**config.mk**
```make
export PLATFORM = sky130hd
export DESIGN_NAME = dasb_top
export DESIGN_NICKNAME = d
export VERILOG_FILES = /design/src/dasb_pkg.sv /design/src/dasb_fifo_if.sv /design/src/dasb_fifo.sv /design/src/dasb_top.sv
export SDC_FILE = /design/constraint.sdc
export NUM_CORES = 1
export LEC_CHECK = 0
export BUFFER_PORTS_ARGS = -buffer_cell sky130_fd_sc_hd__buf_4
export CAP_MARGIN = 20
export CORE_UTILIZATION = 43
export DETAILED_ROUTE_END_ITERATION = 8
export GPL_TIMING_DRIVEN = 0
export MAX_ROUTING_LAYER = met4
export PLACE_DENSITY = 0.67
export SYNTH_ARGS = -nofsm -noshare
export SYNTH_HDL_FRONTEND = slang
export SYNTH_HIERARCHICAL = 1
export SYNTH_SLANG_ARGS = --single-unit
export TNS_END_PERCENT = 1
```
**constraint.sdc**
```tcl
create_clock -name CLK -period 3.1 [get_ports CLK]
set_input_delay 0 -clock CLK [delete_from_list [all_inputs] [get_ports CLK]]
set_output_delay 0 -clock CLK [all_outputs]
set_load 0.01 [all_outputs]
```
**src/dasb_pkg.sv**
```systemverilog
package dasb_pkg;
  // Clock and crystal rates, in hertz
  localparam logic [27:0] CLK_HZ       = 28'hBEBC200;
  localparam logic [27:0] XTAL_HZ      = 28'h01C2000;
  localparam int          ACC_W        = 28;

  // Channel count, data width and transmit queue depth
  localparam int          NUM_CH       = 2;
  localparam int          DATA_W       = 8;
  localparam int          TXQ_DEPTH    = 32;
  localparam int          RATE_W       = 4;
  localparam int          DIV_W        = 12;

  // Status word bit positions
  localparam int          SR_CTS       = 7;
  localparam int          SR_BREAK     = 6;
  localparam int          SR_FRAMING   = 5;
  localparam int          SR_OVERRUN   = 4;
  localparam int          SR_PARITY    = 3;
  localparam int          SR_TX_SHIFT  = 2;
  localparam int          SR_RX_AVAIL  = 1;
  localparam int          SR_TX_HOLD   = 0;

  // Command word bit positions
  localparam int          CMD_COMMON_CLK   = 1;
  localparam int          CMD_ERROR_CLEAR  = 4;
  localparam int          CMD_MODE_REWRITE = 6;

  // Reset values
  localparam logic [7:0]  MODE_RESET   = 8'h00;
  localparam logic [7:0]  CMD_RESET    = 8'h00;
  localparam logic [3:0]  RATE_RESET   = 4'h0;
  localparam logic [7:0]  DATA_RESET   = 8'h00;

  // Crystal divisor for each rate code
  function automatic logic [DIV_W-1:0] rate_factor(input logic [RATE_W-1:0] code);
    case (code)
      4'h0:    rate_factor = 12'h900;
      4'h1:    rate_factor = 12'h600;
      4'h2:    rate_factor = 12'h419;
      4'h3:    rate_factor = 12'h357;
      4'h4:    rate_factor = 12'h300;
      4'h5:    rate_factor = 12'h240;
      4'h6:    rate_factor = 12'h180;
      4'h7:    rate_factor = 12'h0C0;
      4'h8:    rate_factor = 12'h060;
      4'h9:    rate_factor = 12'h040;
      4'hA:    rate_factor = 12'h030;
      4'hB:    rate_factor = 12'h020;
      4'hC:    rate_factor = 12'h018;
      4'hD:    rate_factor = 12'h010;
      4'hE:    rate_factor = 12'h00C;
      default: rate_factor = 12'h006;
    endcase
  endfunction
endpackage

```
**src/dasb_fifo_if.sv**
```systemverilog
interface dasb_fifo_if #(
  parameter int W = 8
);
  logic [W-1:0] wdata;
  logic         wvalid;
  logic         wready;
  logic [W-1:0] rdata;
  logic         rvalid;
  logic         rready;

  modport fifo (input wdata, input wvalid, output wready, output rdata, output rvalid, input rready);
  modport src  (output wdata, output wvalid, input wready);
  modport snk  (input rdata, input rvalid, output rready);
endinterface

```
**src/dasb_fifo.sv**
```systemverilog
module dasb_fifo #(
  parameter int W     = 8,
  parameter int DEPTH = 32
) (
  input wire logic  CLK,
  input wire logic  RST,
  dasb_fifo_if.fifo q
);
  localparam int AW = $clog2(DEPTH);

  typedef struct packed {
    logic [AW:0] wptr;
    logic [AW:0] rptr;
  } dasb_fifo_st_t;

  dasb_fifo_st_t st_reg;
  dasb_fifo_st_t st_next;
  logic [W-1:0]  mem [DEPTH];
  logic [AW:0]   count;
  logic          push;
  logic          pop;

  assign count    = st_reg.wptr - st_reg.rptr;
  assign q.wready = (count != (AW+1)'(DEPTH));
  assign q.rvalid = (count != '0);
  assign q.rdata  = mem[st_reg.rptr[AW-1:0]];
  assign push     = q.wvalid && q.wready;
  assign pop      = q.rvalid && q.rready;

  always_comb begin
    st_next = st_reg;
    if (push) begin
      st_next.wptr = st_reg.wptr + 1'b1;
    end
    if (pop) begin
      st_next.rptr = st_reg.rptr + 1'b1;
    end
  end

  always_ff @(posedge CLK) begin
    if (RST) begin
      st_reg <= '0;
    end else begin
      st_reg <= st_next;
    end
  end

  always_ff @(posedge CLK) begin
    if (push) begin
      mem[st_reg.wptr[AW-1:0]] <= q.wdata;
    end
  end

  // Holding flag drops only when the queue is full
  property p_full_blocks;
    @(posedge CLK) disable iff (RST)
    (count == (AW+1)'(DEPTH)) |-> !q.wready;
  endproperty
  a_full_blocks: assert property (p_full_blocks) else $error("queue full but still ready");
endmodule

```
**src/dasb_top.sv**
```systemverilog
// Functional notes
// - Each channel has a status word the host can only read.
// - Status bits 7..0: CTS, break, framing, overrun, parity, shifter empty, rx avail, holding not full.
// - Shifter-empty flag is 1 while the transmit shift register is empty.
// - Each channel has a rate code choosing one of 16 baud clocks.
// - With common clock off, receiver uses the auxiliary pin, transmitter the baud clock.
// - Rate write keeps only the low four data bits.
// - Codes 0..15 divide the crystal by the sixteen listed divisors.
// - First control write after reset goes to the mode register.
// - After the mode word, control writes are commands until one has bit 6 set.
// - Command with bit 6 set sends the next control write to mode.
// - A received break sets both break and framing flags.
// - Break flag clears once the line is high for one receive clock.
module dasb_top (
  input  wire logic       CLK,
  input  wire logic       RST,
  input  wire logic       CS_A_N,
  input  wire logic       CS_B_N,
  input  wire logic       RATE_CS_N,
  input  wire logic       CTRL_DATA_SEL,
  input  wire logic       RD_N,
  input  wire logic       WR_N,
  input  wire logic [7:0] DATA_IN,
  output logic      [7:0] DATA_OUT,
  output logic            DATA_OE,
  input  wire logic [1:0] CTS_N,
  input  wire logic [1:0] AUX_CLK,
  input  wire logic [1:0] RX_LINE,
  output logic [1:0][7:0] TX_DATA,
  output logic      [1:0] TX_VALID,
  input  wire logic [1:0] TX_READY,
  input  wire logic [1:0] TX_SHIFT_EMPTY,
  input  wire logic [1:0][7:0] RX_DATA,
  input  wire logic [1:0] RX_STROBE,
  input  wire logic [1:0] RX_PARITY_ERR,
  input  wire logic [1:0] RX_FRAMING_ERR,
  input  wire logic [1:0] RX_BREAK,
  output logic      [1:0] TX_BAUD_TICK,
  output logic      [1:0] RX_BAUD_TICK,
  output logic [1:0][7:0] MODE_WORD,
  output logic [1:0][7:0] CMD_WORD
);
  typedef struct packed {
    logic             wr_s1;
    logic             wr_s2;
    logic             wr_prev;
    logic             rd_s1;
    logic             rd_s2;
    logic             rd_prev;
    logic [2:0]       cs_s1;
    logic [2:0]       cs_s2;
    logic             cd_s1;
    logic             cd_s2;
    logic [7:0]       din_s1;
    logic [7:0]       din_s2;
    logic [1:0]       cts_s1;
    logic [1:0]       cts_s2;
    logic [1:0]       aux_s1;
    logic [1:0]       aux_s2;
    logic [1:0]       aux_prev;
    logic [1:0]       line_s1;
    logic [1:0]       line_s2;
    logic [27:0]      xacc;
    logic             xtick;
    logic [1:0][11:0] div_cnt;
    logic [1:0][3:0]  rate;
    logic [1:0][7:0]  mode;
    logic [1:0][7:0]  cmd;
    logic [1:0][7:0]  rx_hold;
    logic [1:0]       expect_mode;
    logic [1:0]       avail;
    logic [1:0]       par_err;
    logic [1:0]       oe;
    logic [1:0]       frm_err;
    logic [1:0]       brk;
    logic [1:0]       baud_tick;
    logic [1:0]       rx_tick;
    logic [7:0]       dout;
    logic             doe;
  } dasb_st_t;

  dasb_st_t        st_reg;
  dasb_st_t        st_next;
  logic            wr_ev;
  logic            rd_end;
  logic            rd_act;
  logic [1:0]      ch_hit;
  logic            rate_hit;
  logic [1:0]      ctrl_wr;
  logic [1:0]      hold_wr;
  logic [1:0]      rate_wr;
  logic [1:0]      rxh_rd_end;
  logic [1:0]      hold_room;
  logic [1:0][7:0] status;
  logic [28:0]     xsum;

  // Bus decode from synchronised strobes
  assign wr_ev    = st_reg.wr_s2 && !st_reg.wr_prev;
  assign rd_end   = st_reg.rd_s2 && !st_reg.rd_prev;
  assign rd_act   = !st_reg.rd_s2;
  assign ch_hit   = {st_reg.cs_s2[0] && !st_reg.cs_s2[1], !st_reg.cs_s2[0]};
  assign rate_hit = st_reg.cs_s2[0] && st_reg.cs_s2[1] && !st_reg.cs_s2[2];
  assign xsum     = {1'b0, st_reg.xacc} + {1'b0, dasb_pkg::XTAL_HZ};

  for (genvar c = 0; c < dasb_pkg::NUM_CH; c++) begin : g_ch
    dasb_fifo_if #(.W(dasb_pkg::DATA_W)) q ();
    dasb_fifo #(.W(dasb_pkg::DATA_W), .DEPTH(dasb_pkg::TXQ_DEPTH)) u_txq (
      .CLK (CLK),
      .RST (RST),
      .q   (q.fifo)
    );
    assign ctrl_wr[c]    = wr_ev && ch_hit[c] && st_reg.cd_s2;
    assign hold_wr[c]    = wr_ev && ch_hit[c] && !st_reg.cd_s2;
    assign rate_wr[c]    = wr_ev && rate_hit && (st_reg.cd_s2 == 1'(c));
    assign rxh_rd_end[c] = rd_end && ch_hit[c] && !st_reg.cd_s2;
    assign q.wdata       = st_reg.din_s2;
    assign q.wvalid      = hold_wr[c];
    assign hold_room[c]  = q.wready;
    assign TX_DATA[c]    = q.rdata;
    assign TX_VALID[c]   = q.rvalid;
    assign q.rready      = TX_READY[c];
    assign status[c]     = {!st_reg.cts_s2[c], st_reg.brk[c], st_reg.frm_err[c],
                            st_reg.oe[c], st_reg.par_err[c], TX_SHIFT_EMPTY[c],
                            st_reg.avail[c], hold_room[c]};
  end

  always_comb begin
    st_next          = st_reg;
    st_next.wr_s1    = WR_N;
    st_next.wr_s2    = st_reg.wr_s1;
    st_next.wr_prev  = st_reg.wr_s2;
    st_next.rd_s1    = RD_N;
    st_next.rd_s2    = st_reg.rd_s1;
    st_next.rd_prev  = st_reg.rd_s2;
    st_next.cs_s1    = {RATE_CS_N, CS_B_N, CS_A_N};
    st_next.cs_s2    = st_reg.cs_s1;
    st_next.cd_s1    = CTRL_DATA_SEL;
    st_next.cd_s2    = st_reg.cd_s1;
    st_next.din_s1   = DATA_IN;
    st_next.din_s2   = st_reg.din_s1;
    st_next.cts_s1   = CTS_N;
    st_next.cts_s2   = st_reg.cts_s1;
    st_next.aux_s1   = AUX_CLK;
    st_next.aux_s2   = st_reg.aux_s1;
    st_next.aux_prev = st_reg.aux_s2;
    st_next.line_s1  = RX_LINE;
    st_next.line_s2  = st_reg.line_s1;
    // Crystal rate enable by phase accumulation
    if (xsum >= {1'b0, dasb_pkg::CLK_HZ}) begin
      st_next.xacc  = 28'(xsum - {1'b0, dasb_pkg::CLK_HZ});
      st_next.xtick = 1'b1;
    end else begin
      st_next.xacc  = xsum[27:0];
      st_next.xtick = 1'b0;
    end
    for (int c = 0; c < dasb_pkg::NUM_CH; c++) begin
      st_next.baud_tick[c] = 1'b0;
      if (st_reg.xtick) begin
        if (st_reg.div_cnt[c] >= dasb_pkg::rate_factor(st_reg.rate[c]) - 12'h001) begin
          st_next.div_cnt[c]   = '0;
          st_next.baud_tick[c] = 1'b1;
        end else begin
          st_next.div_cnt[c] = st_reg.div_cnt[c] + 12'h001;
        end
      end
      if (st_reg.cmd[c][dasb_pkg::CMD_COMMON_CLK]) begin
        st_next.rx_tick[c] = st_next.baud_tick[c];
      end else begin
        st_next.rx_tick[c] = st_reg.aux_s2[c] && !st_reg.aux_prev[c];
      end
      if (rate_wr[c]) begin
        st_next.rate[c] = st_reg.din_s2[3:0];
      end
      if (ctrl_wr[c]) begin
        if (st_reg.expect_mode[c]) begin
          st_next.mode[c]        = st_reg.din_s2;
          st_next.expect_mode[c] = 1'b0;
        end else begin
          st_next.cmd[c] = st_reg.din_s2;
          if (st_reg.din_s2[dasb_pkg::CMD_MODE_REWRITE]) begin
            st_next.expect_mode[c] = 1'b1;
          end
          if (st_reg.din_s2[dasb_pkg::CMD_ERROR_CLEAR]) begin
            st_next.par_err[c] = 1'b0;
            st_next.oe[c]      = 1'b0;
            st_next.frm_err[c] = 1'b0;
          end
        end
      end
      if (rxh_rd_end[c]) begin
        st_next.avail[c] = 1'b0;
      end
      if (RX_STROBE[c]) begin
        if (st_reg.avail[c] && !rxh_rd_end[c]) begin
          st_next.oe[c] = 1'b1;
        end
        st_next.rx_hold[c] = RX_DATA[c];
        st_next.avail[c]   = 1'b1;
      end
      if (RX_PARITY_ERR[c]) begin
        st_next.par_err[c] = 1'b1;
      end
      if (RX_FRAMING_ERR[c]) begin
        st_next.frm_err[c] = 1'b1;
      end
      if (RX_BREAK[c]) begin
        st_next.brk[c]     = 1'b1;
        st_next.frm_err[c] = 1'b1;
      end else if (st_reg.brk[c] && st_reg.line_s2[c] && st_reg.rx_tick[c]) begin
        st_next.brk[c] = 1'b0;
      end
    end
    // Read data path; status has no write path at all
    st_next.doe  = 1'b0;
    st_next.dout = dasb_pkg::DATA_RESET;
    if (rd_act && ch_hit[0]) begin
      st_next.doe  = 1'b1;
      st_next.dout = st_reg.cd_s2 ? status[0] : st_reg.rx_hold[0];
    end else if (rd_act && ch_hit[1]) begin
      st_next.doe  = 1'b1;
      st_next.dout = st_reg.cd_s2 ? status[1] : st_reg.rx_hold[1];
    end
  end

  always_ff @(posedge CLK) begin
    if (RST) begin
      st_reg             <= '0;
      st_reg.wr_s1       <= 1'b1;
      st_reg.wr_s2       <= 1'b1;
      st_reg.wr_prev     <= 1'b1;
      st_reg.rd_s1       <= 1'b1;
      st_reg.rd_s2       <= 1'b1;
      st_reg.rd_prev     <= 1'b1;
      st_reg.cs_s1       <= 3'h7;
      st_reg.cs_s2       <= 3'h7;
      st_reg.cts_s1      <= 2'h3;
      st_reg.cts_s2      <= 2'h3;
      st_reg.rate        <= {dasb_pkg::RATE_RESET, dasb_pkg::RATE_RESET};
      st_reg.mode        <= {dasb_pkg::MODE_RESET, dasb_pkg::MODE_RESET};
      st_reg.cmd         <= {dasb_pkg::CMD_RESET, dasb_pkg::CMD_RESET};
      st_reg.expect_mode <= 2'h3;
    end else begin
      st_reg <= st_next;
    end
  end

  assign DATA_OUT     = st_reg.dout;
  assign DATA_OE      = st_reg.doe;
  assign TX_BAUD_TICK = st_reg.baud_tick;
  assign RX_BAUD_TICK = st_reg.rx_tick;
  assign MODE_WORD    = st_reg.mode;
  assign CMD_WORD     = st_reg.cmd;

  property p_mode_first;
    @(posedge CLK) disable iff (RST)
    ctrl_wr[0] && st_reg.expect_mode[0] |=> st_reg.mode[0] == $past(st_reg.din_s2) && !st_reg.expect_mode[0];
  endproperty
  a_mode_first: assert property (p_mode_first) else $error("mode word not taken first");

  property p_cmd_after;
    @(posedge CLK) disable iff (RST)
    ctrl_wr[1] && !st_reg.expect_mode[1] |=> st_reg.cmd[1] == $past(st_reg.din_s2);
  endproperty
  a_cmd_after: assert property (p_cmd_after) else $error("command word not stored");

  property p_rewrite;
    @(posedge CLK) disable iff (RST)
    ctrl_wr[0] && !st_reg.expect_mode[0] && st_reg.din_s2[6] |=> st_reg.expect_mode[0];
  endproperty
  a_rewrite: assert property (p_rewrite) else $error("mode rewrite not armed");

  property p_err_clear;
    @(posedge CLK) disable iff (RST)
    ctrl_wr[0] && !st_reg.expect_mode[0] && st_reg.din_s2[4] && !RX_PARITY_ERR[0] && !RX_STROBE[0]
      |=> !st_reg.par_err[0] && !st_reg.oe[0];
  endproperty
  a_err_clear: assert property (p_err_clear) else $error("error flags not cleared");

  property p_rate_low;
    @(posedge CLK) disable iff (RST)
    rate_wr[0] |=> st_reg.rate[0] == $past(st_reg.din_s2[3:0]);
  endproperty
  a_rate_low: assert property (p_rate_low) else $error("rate code not loaded from low bits");

  property p_baud_gap;
    @(posedge CLK) disable iff (RST)
    st_reg.baud_tick[0] |=> !st_reg.baud_tick[0] [*8];
  endproperty
  a_baud_gap: assert property (p_baud_gap) else $error("baud ticks too close");

  property p_break_sets;
    @(posedge CLK) disable iff (RST)
    RX_BREAK[0] |=> st_reg.brk[0] && st_reg.frm_err[0] && status[0][6] && status[0][5];
  endproperty
  a_break_sets: assert property (p_break_sets) else $error("break did not set both flags");

  property p_rx_aux;
    @(posedge CLK) disable iff (RST)
    !st_reg.cmd[0][1] && st_reg.aux_s2[0] && !st_reg.aux_prev[0] |=> st_reg.rx_tick[0];
  endproperty
  a_rx_aux: assert property (p_rx_aux) else $error("receiver not clocked from aux pin");

  property p_avail;
    @(posedge CLK) disable iff (RST)
    RX_STROBE[0] |=> status[0][1] ##1 status[0][1] || $past(rxh_rd_end[0]);
  endproperty
  a_avail: assert property (p_avail) else $error("receive available not raised");
endmodule

```
# ---- Word level (Yosys, flattened, before mapping)
# Memories as Yosys holds them, arrays and structs flattened. A register that Yosys moved wholly into a read port is not among the register bits.
# Index checks and enable logic that the tools add are counted.
dict set report totals {
  wordCells 204
  reg_bits 202
  input_bits 50
  memories 4
  mem_bits_ro 384
  ramBits 512
}
# name depth width read_ports rd_ports_with_merged_regs write_ports line_no
set memory_table {}
lappend memory_table {{g_ch[0].u_txq.mem} 32 8 1 1 1 dasb_fifo.sv:18} ;# logic [W-1:0] mem [DEPTH];
lappend memory_table {{g_ch[1].u_txq.mem} 32 8 1 1 1 dasb_fifo.sv:18}
lappend memory_table {{(no name shown)} 16 12 1 1 0 dasb_pkg.sv:37} ;# case (code)
lappend memory_table {{(no name shown)} 16 12 1 1 0 dasb_pkg.sv:37}
dict set report classes {
  n_addsub 12
  n_mux 59
  magnitude_cmp 3
  reduce_logical 67
  n_eq_ne 6
  bitwise_logic 3
}
# operator n
set ops {}
lappend ops {{12-bit two-way mux} 4}
lappend ops {{1-bit two-way mux} 42}
lappend ops {{1-bit logical AND} 32}
lappend ops {{28-bit by 21-bit adder with 29-bit output, second input constant} 1}
lappend ops {{29-bit by 28-bit greater-or-equal comparator with 1-bit output, second input constant} 1}
lappend ops {{29-bit two-way mux} 1}
lappend ops {{28-bit subtractor, second input constant} 1}
lappend ops {{12-bit by 1-bit adder with 12-bit output, second input constant} 2}
lappend ops {{6-bit by 1-bit adder with 6-bit output, second input constant} 4}
lappend ops {{12-bit greater-or-equal comparator} 2}
lappend ops {{12-bit by 1-bit subtractor with 12-bit output, second input constant} 2}
lappend ops {{5-bit two-way mux} 4}
lappend ops {{9-bit two-way mux} 2}
lappend ops {{4-bit two-way mux} 4}
lappend ops {{8-bit two-way mux} 2}
lappend ops {{2-bit nonzero test} 8}
lappend ops {{1-bit zero test} 13}
lappend ops {{6-bit inequality test, second input constant} 2}
lappend ops {{3-bit AND reduction} 4}
lappend ops {{3-bit nonzero test} 4}
lappend ops {{6-bit nonzero test} 2}
lappend ops {{6-bit subtractor} 2}
lappend ops {{2-bit AND reduction} 4}
lappend ops {{3-bit inequality test, second input constant} 2}
lappend ops {{2 further kinds} 5}

# ---- Logic depth before layout (Yosys ltp)
dict set report depth {
  depth_word 8
  mapped_depth 13
}

# ---- Modules after synthesis
# Netlist, hierarchy kept.
# mod instances area_per_inst_um2 cells_per_inst seq_area_each_um2
set by_module_without_submodules {}
lappend by_module_without_submodules {dasb_fifo 2 10940.5 525 8027.7}
lappend by_module_without_submodules {dasb_top 1 8926.1 965 3863.7}

# ---- Least setup slack after synthesis
# No wires, ideal clock.
dict set report synth_timing {
  kind {register to register}
  from {register g_ch[0].u_txq/st_reg[1] (netlist name)}
  to {memory g_ch[0].u_txq.mem[10][0] (enable)}
  synth_period_minus_slack_ns 2.716
  setup_time_ns 0.370
  arrival_time_ns 2.346
  t_required_ns 2.730
  slack_ns 0.384
  path_stages_with_launch 10
  cell_sequence {dfxtp_1 inv_1 ha_1 nor2b_1 o221a_1 a31o_1 o221a_4 clkinv_1 nand3_1 nor2_1}
}
dict set report synth_via {
  elab_chain_cells 5
}
# item line_no
set synth_rtl {}
lappend synth_rtl {{from (decl)} dasb_fifo.sv:16} ;# dasb_fifo_st_t st_reg;
lappend synth_rtl {{from (signal assigned)} dasb_fifo.sv:44} ;# st_reg <= st_next;
lappend synth_rtl {{6-bit subtractor} dasb_fifo.sv:23} ;# assign count = st_reg.wptr - st_reg.rptr;
lappend synth_rtl {{6-bit inequality test} dasb_fifo.sv:24} ;# assign q.wready = (count != (AW+1)'(DEPTH));
lappend synth_rtl {{via g_ch[0].q.wready} dasb_fifo_if.sv:6} ;# logic wready;
lappend synth_rtl {{1-bit logical AND} dasb_fifo.sv:27} ;# assign push = q.wvalid && q.wready;
lappend synth_rtl {{1-bit two-way mux} dasb_fifo.sv:49} ;# if (push) begin
lappend synth_rtl {{1-bit two-way mux (implied by the code)} dasb_fifo.sv:50} ;# mem[st_reg.wptr[AW-1:0]] <= q.wdata;
lappend synth_rtl {{to (decl)} dasb_fifo.sv:18}
# The timed path passes the listed nets, and every way through them passes these cells.

==> out/qor.yml <==
outcome:
  outcome: "complete, no violations"
sta:
  tns_ps: 0
  setup_viol: 0
  fin_hold_ws_ps: 78.08
  slew_violations: 0
  fin_skew_ps: 32.54
  relSlewSlack: 0.2823
  rsz0062_at_grt: "no"
  worst_pin_slew_ps: 1077
  fin_crit_ps: 3004
  layout_setup_ws_ps: 96.01
  report.final.hold_viol_count: 0
  fmax_ghz: 0.3329
  period_share: 0.9690
finish:
  syn_to_final_growth_pct: 19.78
  antenna_cells: 0
  final_core_utilization: 0.5233
  num-fill-cells: 5624
  drive_above_1_share: 0.2924
  final_cell_mix: "512 x edfxtp_1, 214 x dfxtp_1, 170 x buf_4"
  post-route-cell-area_mm2: 0.03690
  final_common_cell: "edfxtp_1"
  layout.area.seq_mm2: 0.01994
  nets: 2369
  multi_input_area_mm2: 0.01052
  largest_register_ffs: 512
  final_cells: 3259
place:
  place_area_mm2: 0.03302
  place_ws_ps: -583.9
  dp_hpwl_um: 47920
  place_congestion: 0.8333
  dpl.cell_count: 3075
  io_buffers: 110
routing:
  vias: 17888
  ant_nets: 0
  top_layer: "met4"
  drc_errors: 0
  via_per_inst: 5.489
  wl_met3_um: 4206
  routedWlPerCell_um: 21.65
  wl_um: 70550
  drt-met1-wl_um: 31290
  drt-pass1-iter-count: 5
  wl_met2_um: 33790
  drt_iter0_markers: 1369
worst_setup_path:
  slowest_delay_ps: 600
  required_ps: 3100
  arrival_ps: 3000
  worstPathMaxFanout: 10
  critical_path_class: "reg -> out"
  critical_path_buf_inv_count: 2
  start_kind: "register"
  cp-end-kind: "output port"
  cp_slowest_cell: "mux4_2"
  regToRegStartpoint: "g_ch[0].u_txq/st_reg[1]"
  critPathTopFamily: "multiplexers"
  path_cells: "buf_4 > mux4_2 > mux4_2 > mux2_2 > buf_4"
power_and_ir_drop:
  leakagePower_nw: 12.59
  ir_drop_mv: 0.3893
  clkPwrFrac: 0.400
  p_sw_mw: 5.957
  power_frac_comb: 0.157
  p_int_mw: 18.46
  total_power_mw: 24.42
  switching_share: 0.2439
  seqPwrFrac: 0.443
  power_density_mw_per_mm2: 661.8
floorplanning:
  initial_core_util: 0.4369
  die_x_um: 269.7
  rows: 97
  die_area_mm2: 0.07272
  core_area_mm2: 0.07051
  fp.dieH_um: 269.7
  boundaryPins: 113
job:
  drv_cap: 0
logic_synthesis:
  syn-num-nets: 2124
  ys.flop_type: "edfxtp_1"
  synth_area_per_cell_um2: 15.29
  ys_types: 86
  synthCells: 2015
  yosysSeqAreaShare: 0.6466
  ys_ff_latch: 739
  synthArstFlopShare: 0
  netlist_area_mm2: 0.03081
  yosys_warnings: 6
  synth_edf_count: 512
clocking:
  path_clk_slew_ps: 60
  cts_root_buffer: "clkbuf_16"
  cts_inserted_buffers: 76
  clk_path_buf_depth: 3
  cts_sinks: 739
  cts_tree: "yes"
  clock_latency_ps: 630
  htreeDepth: 3
hold_path:
  hp-start: "RX_STROBE[0]"
  hp-class: "in -> reg"
global_routing:
  grt_pass1_vias: 18388
  overflow: 0
  grt_usage: 0.1998
  grt_start_max_net_pins: 49
  antenna_found_initial: 1
  grt_first_pass_wirelength_um: 108800
==> tightest hold or removal path, delay by kind of cell <==
family / cells / cell delay, ps
buffers and inverters: 2 / 550
AO/OA/AOI/OAI: 1 / 90
==> routing by layer <==
layer | global-route usage | vias up
met5 | - | -
met4 | 0.05428 | 0
met3 | 0.02876 | 91
met2 | 0.3146 | 536
met1 | 0.2715 | 9136
li1 | - | 8125
==> synth_stat cells (4+ instances only) <==
cell type | n | area share
a2111oi_2 | 4 | 0.0019
nand3b_1 | 9 | 0.0022
clkbuf_1 | 48 | 0.0058
or4_1 | 5 | 0.0012
buf_4 | 49 | 0.012
o21ai_1 | 6 | 0.00097
a211oi_1 | 32 | 0.0078
nand4_1 | 11 | 0.0022
or2_2 | 23 | 0.0047
nor3_1 | 39 | 0.0063
xnor2_1 | 33 | 0.0094
nand2_1 | 70 | 0.0085
o22a_1 | 7 | 0.0020
buf_1 | 17 | 0.0021
mux4_2 | 160 | 0.12
and3_1 | 9 | 0.0018
nor2b_1 | 43 | 0.0087
a21o_1 | 10 | 0.0024
edfxtp_1 | 512 | 0.50
buf_2 | 19 | 0.0031
o21a_1 | 9 | 0.0022
o22ai_1 | 5 | 0.0010
nand2b_1 | 18 | 0.0037
a31oi_1 | 7 | 0.0014
nor4_1 | 9 | 0.0018
mux2_2 | 38 | 0.014
nor2_1 | 193 | 0.024
nand3_1 | 36 | 0.0058
a21oi_1 | 48 | 0.0078
nor3b_1 | 6 | 0.0015
xor2_1 | 27 | 0.0077
mux2i_1 | 64 | 0.021
o21ai_0 | 22 | 0.0036
ha_1 | 59 | 0.024
or3_1 | 7 | 0.0014
dfxtp_1 | 227 | 0.15
and2_1 | 9 | 0.0018
inv_1 | 44 | 0.0054
==> cell families (layout without fill, tap and decap cells) <==
kind of cell | Yosys count | count (layout) | synth area share
muxes | 265 | 265 | 0.1530
and+or+nand+nor | 514 | 514 | 0.08326
xor gates and xnor gates | 60 | 60 | 0.01706
buffers and inverters | 189 | 493 | 0.03196
adders and majority gates | 59 | 59 | 0.02396
DFF | 739 | 739 | 0.6466
AOI/OAI and AO/OA | 189 | 189 | 0.04419
==> final timing paths <==
path | to | cells after the start | slack [ps]
worst min-delay path | st_reg[21] | 3 | 80
worst max register to register | g_ch[0].u_txq/mem[0][7] | 9 | 150
worst max-delay path | TX_DATA[1] | 5 | 100
worst min register to register | st_reg[167] | 1 | 410
==> layout make-up <==
class                      instances  area share
sequential                       739      0.5404
multi-input combinational       1087      0.2852
clock buffer                      93     0.05388
timing repair buffer             172     0.04221
tap                              940     0.03187
buffer                           137     0.02272
clock inverter                    44     0.01885
inverter                          47    0.004950
==> power groups by stage <==
stage	clock network [mW]	logic [mW]	registers [mW]
floorplan	0	2.66	10.9
global placement	0	3.71	11.0
detailed placement	0	3.82	10.9
CTS	9.93	3.85	10.8
global route	10.3	4.08	10.8
finish	9.77	3.84	10.8
==> what timing repair did <==
item,in CTS,in global routing
setup buffers,2,1
endpoints found under the hold margin,77,0
endpoints found under the setup margin,529,337
gates cloned,0,0
hold buffers,49,0
gates resized for setup,172,17
pin swaps,4,3
No activity file was read; power rests on OpenSTA's default activity.
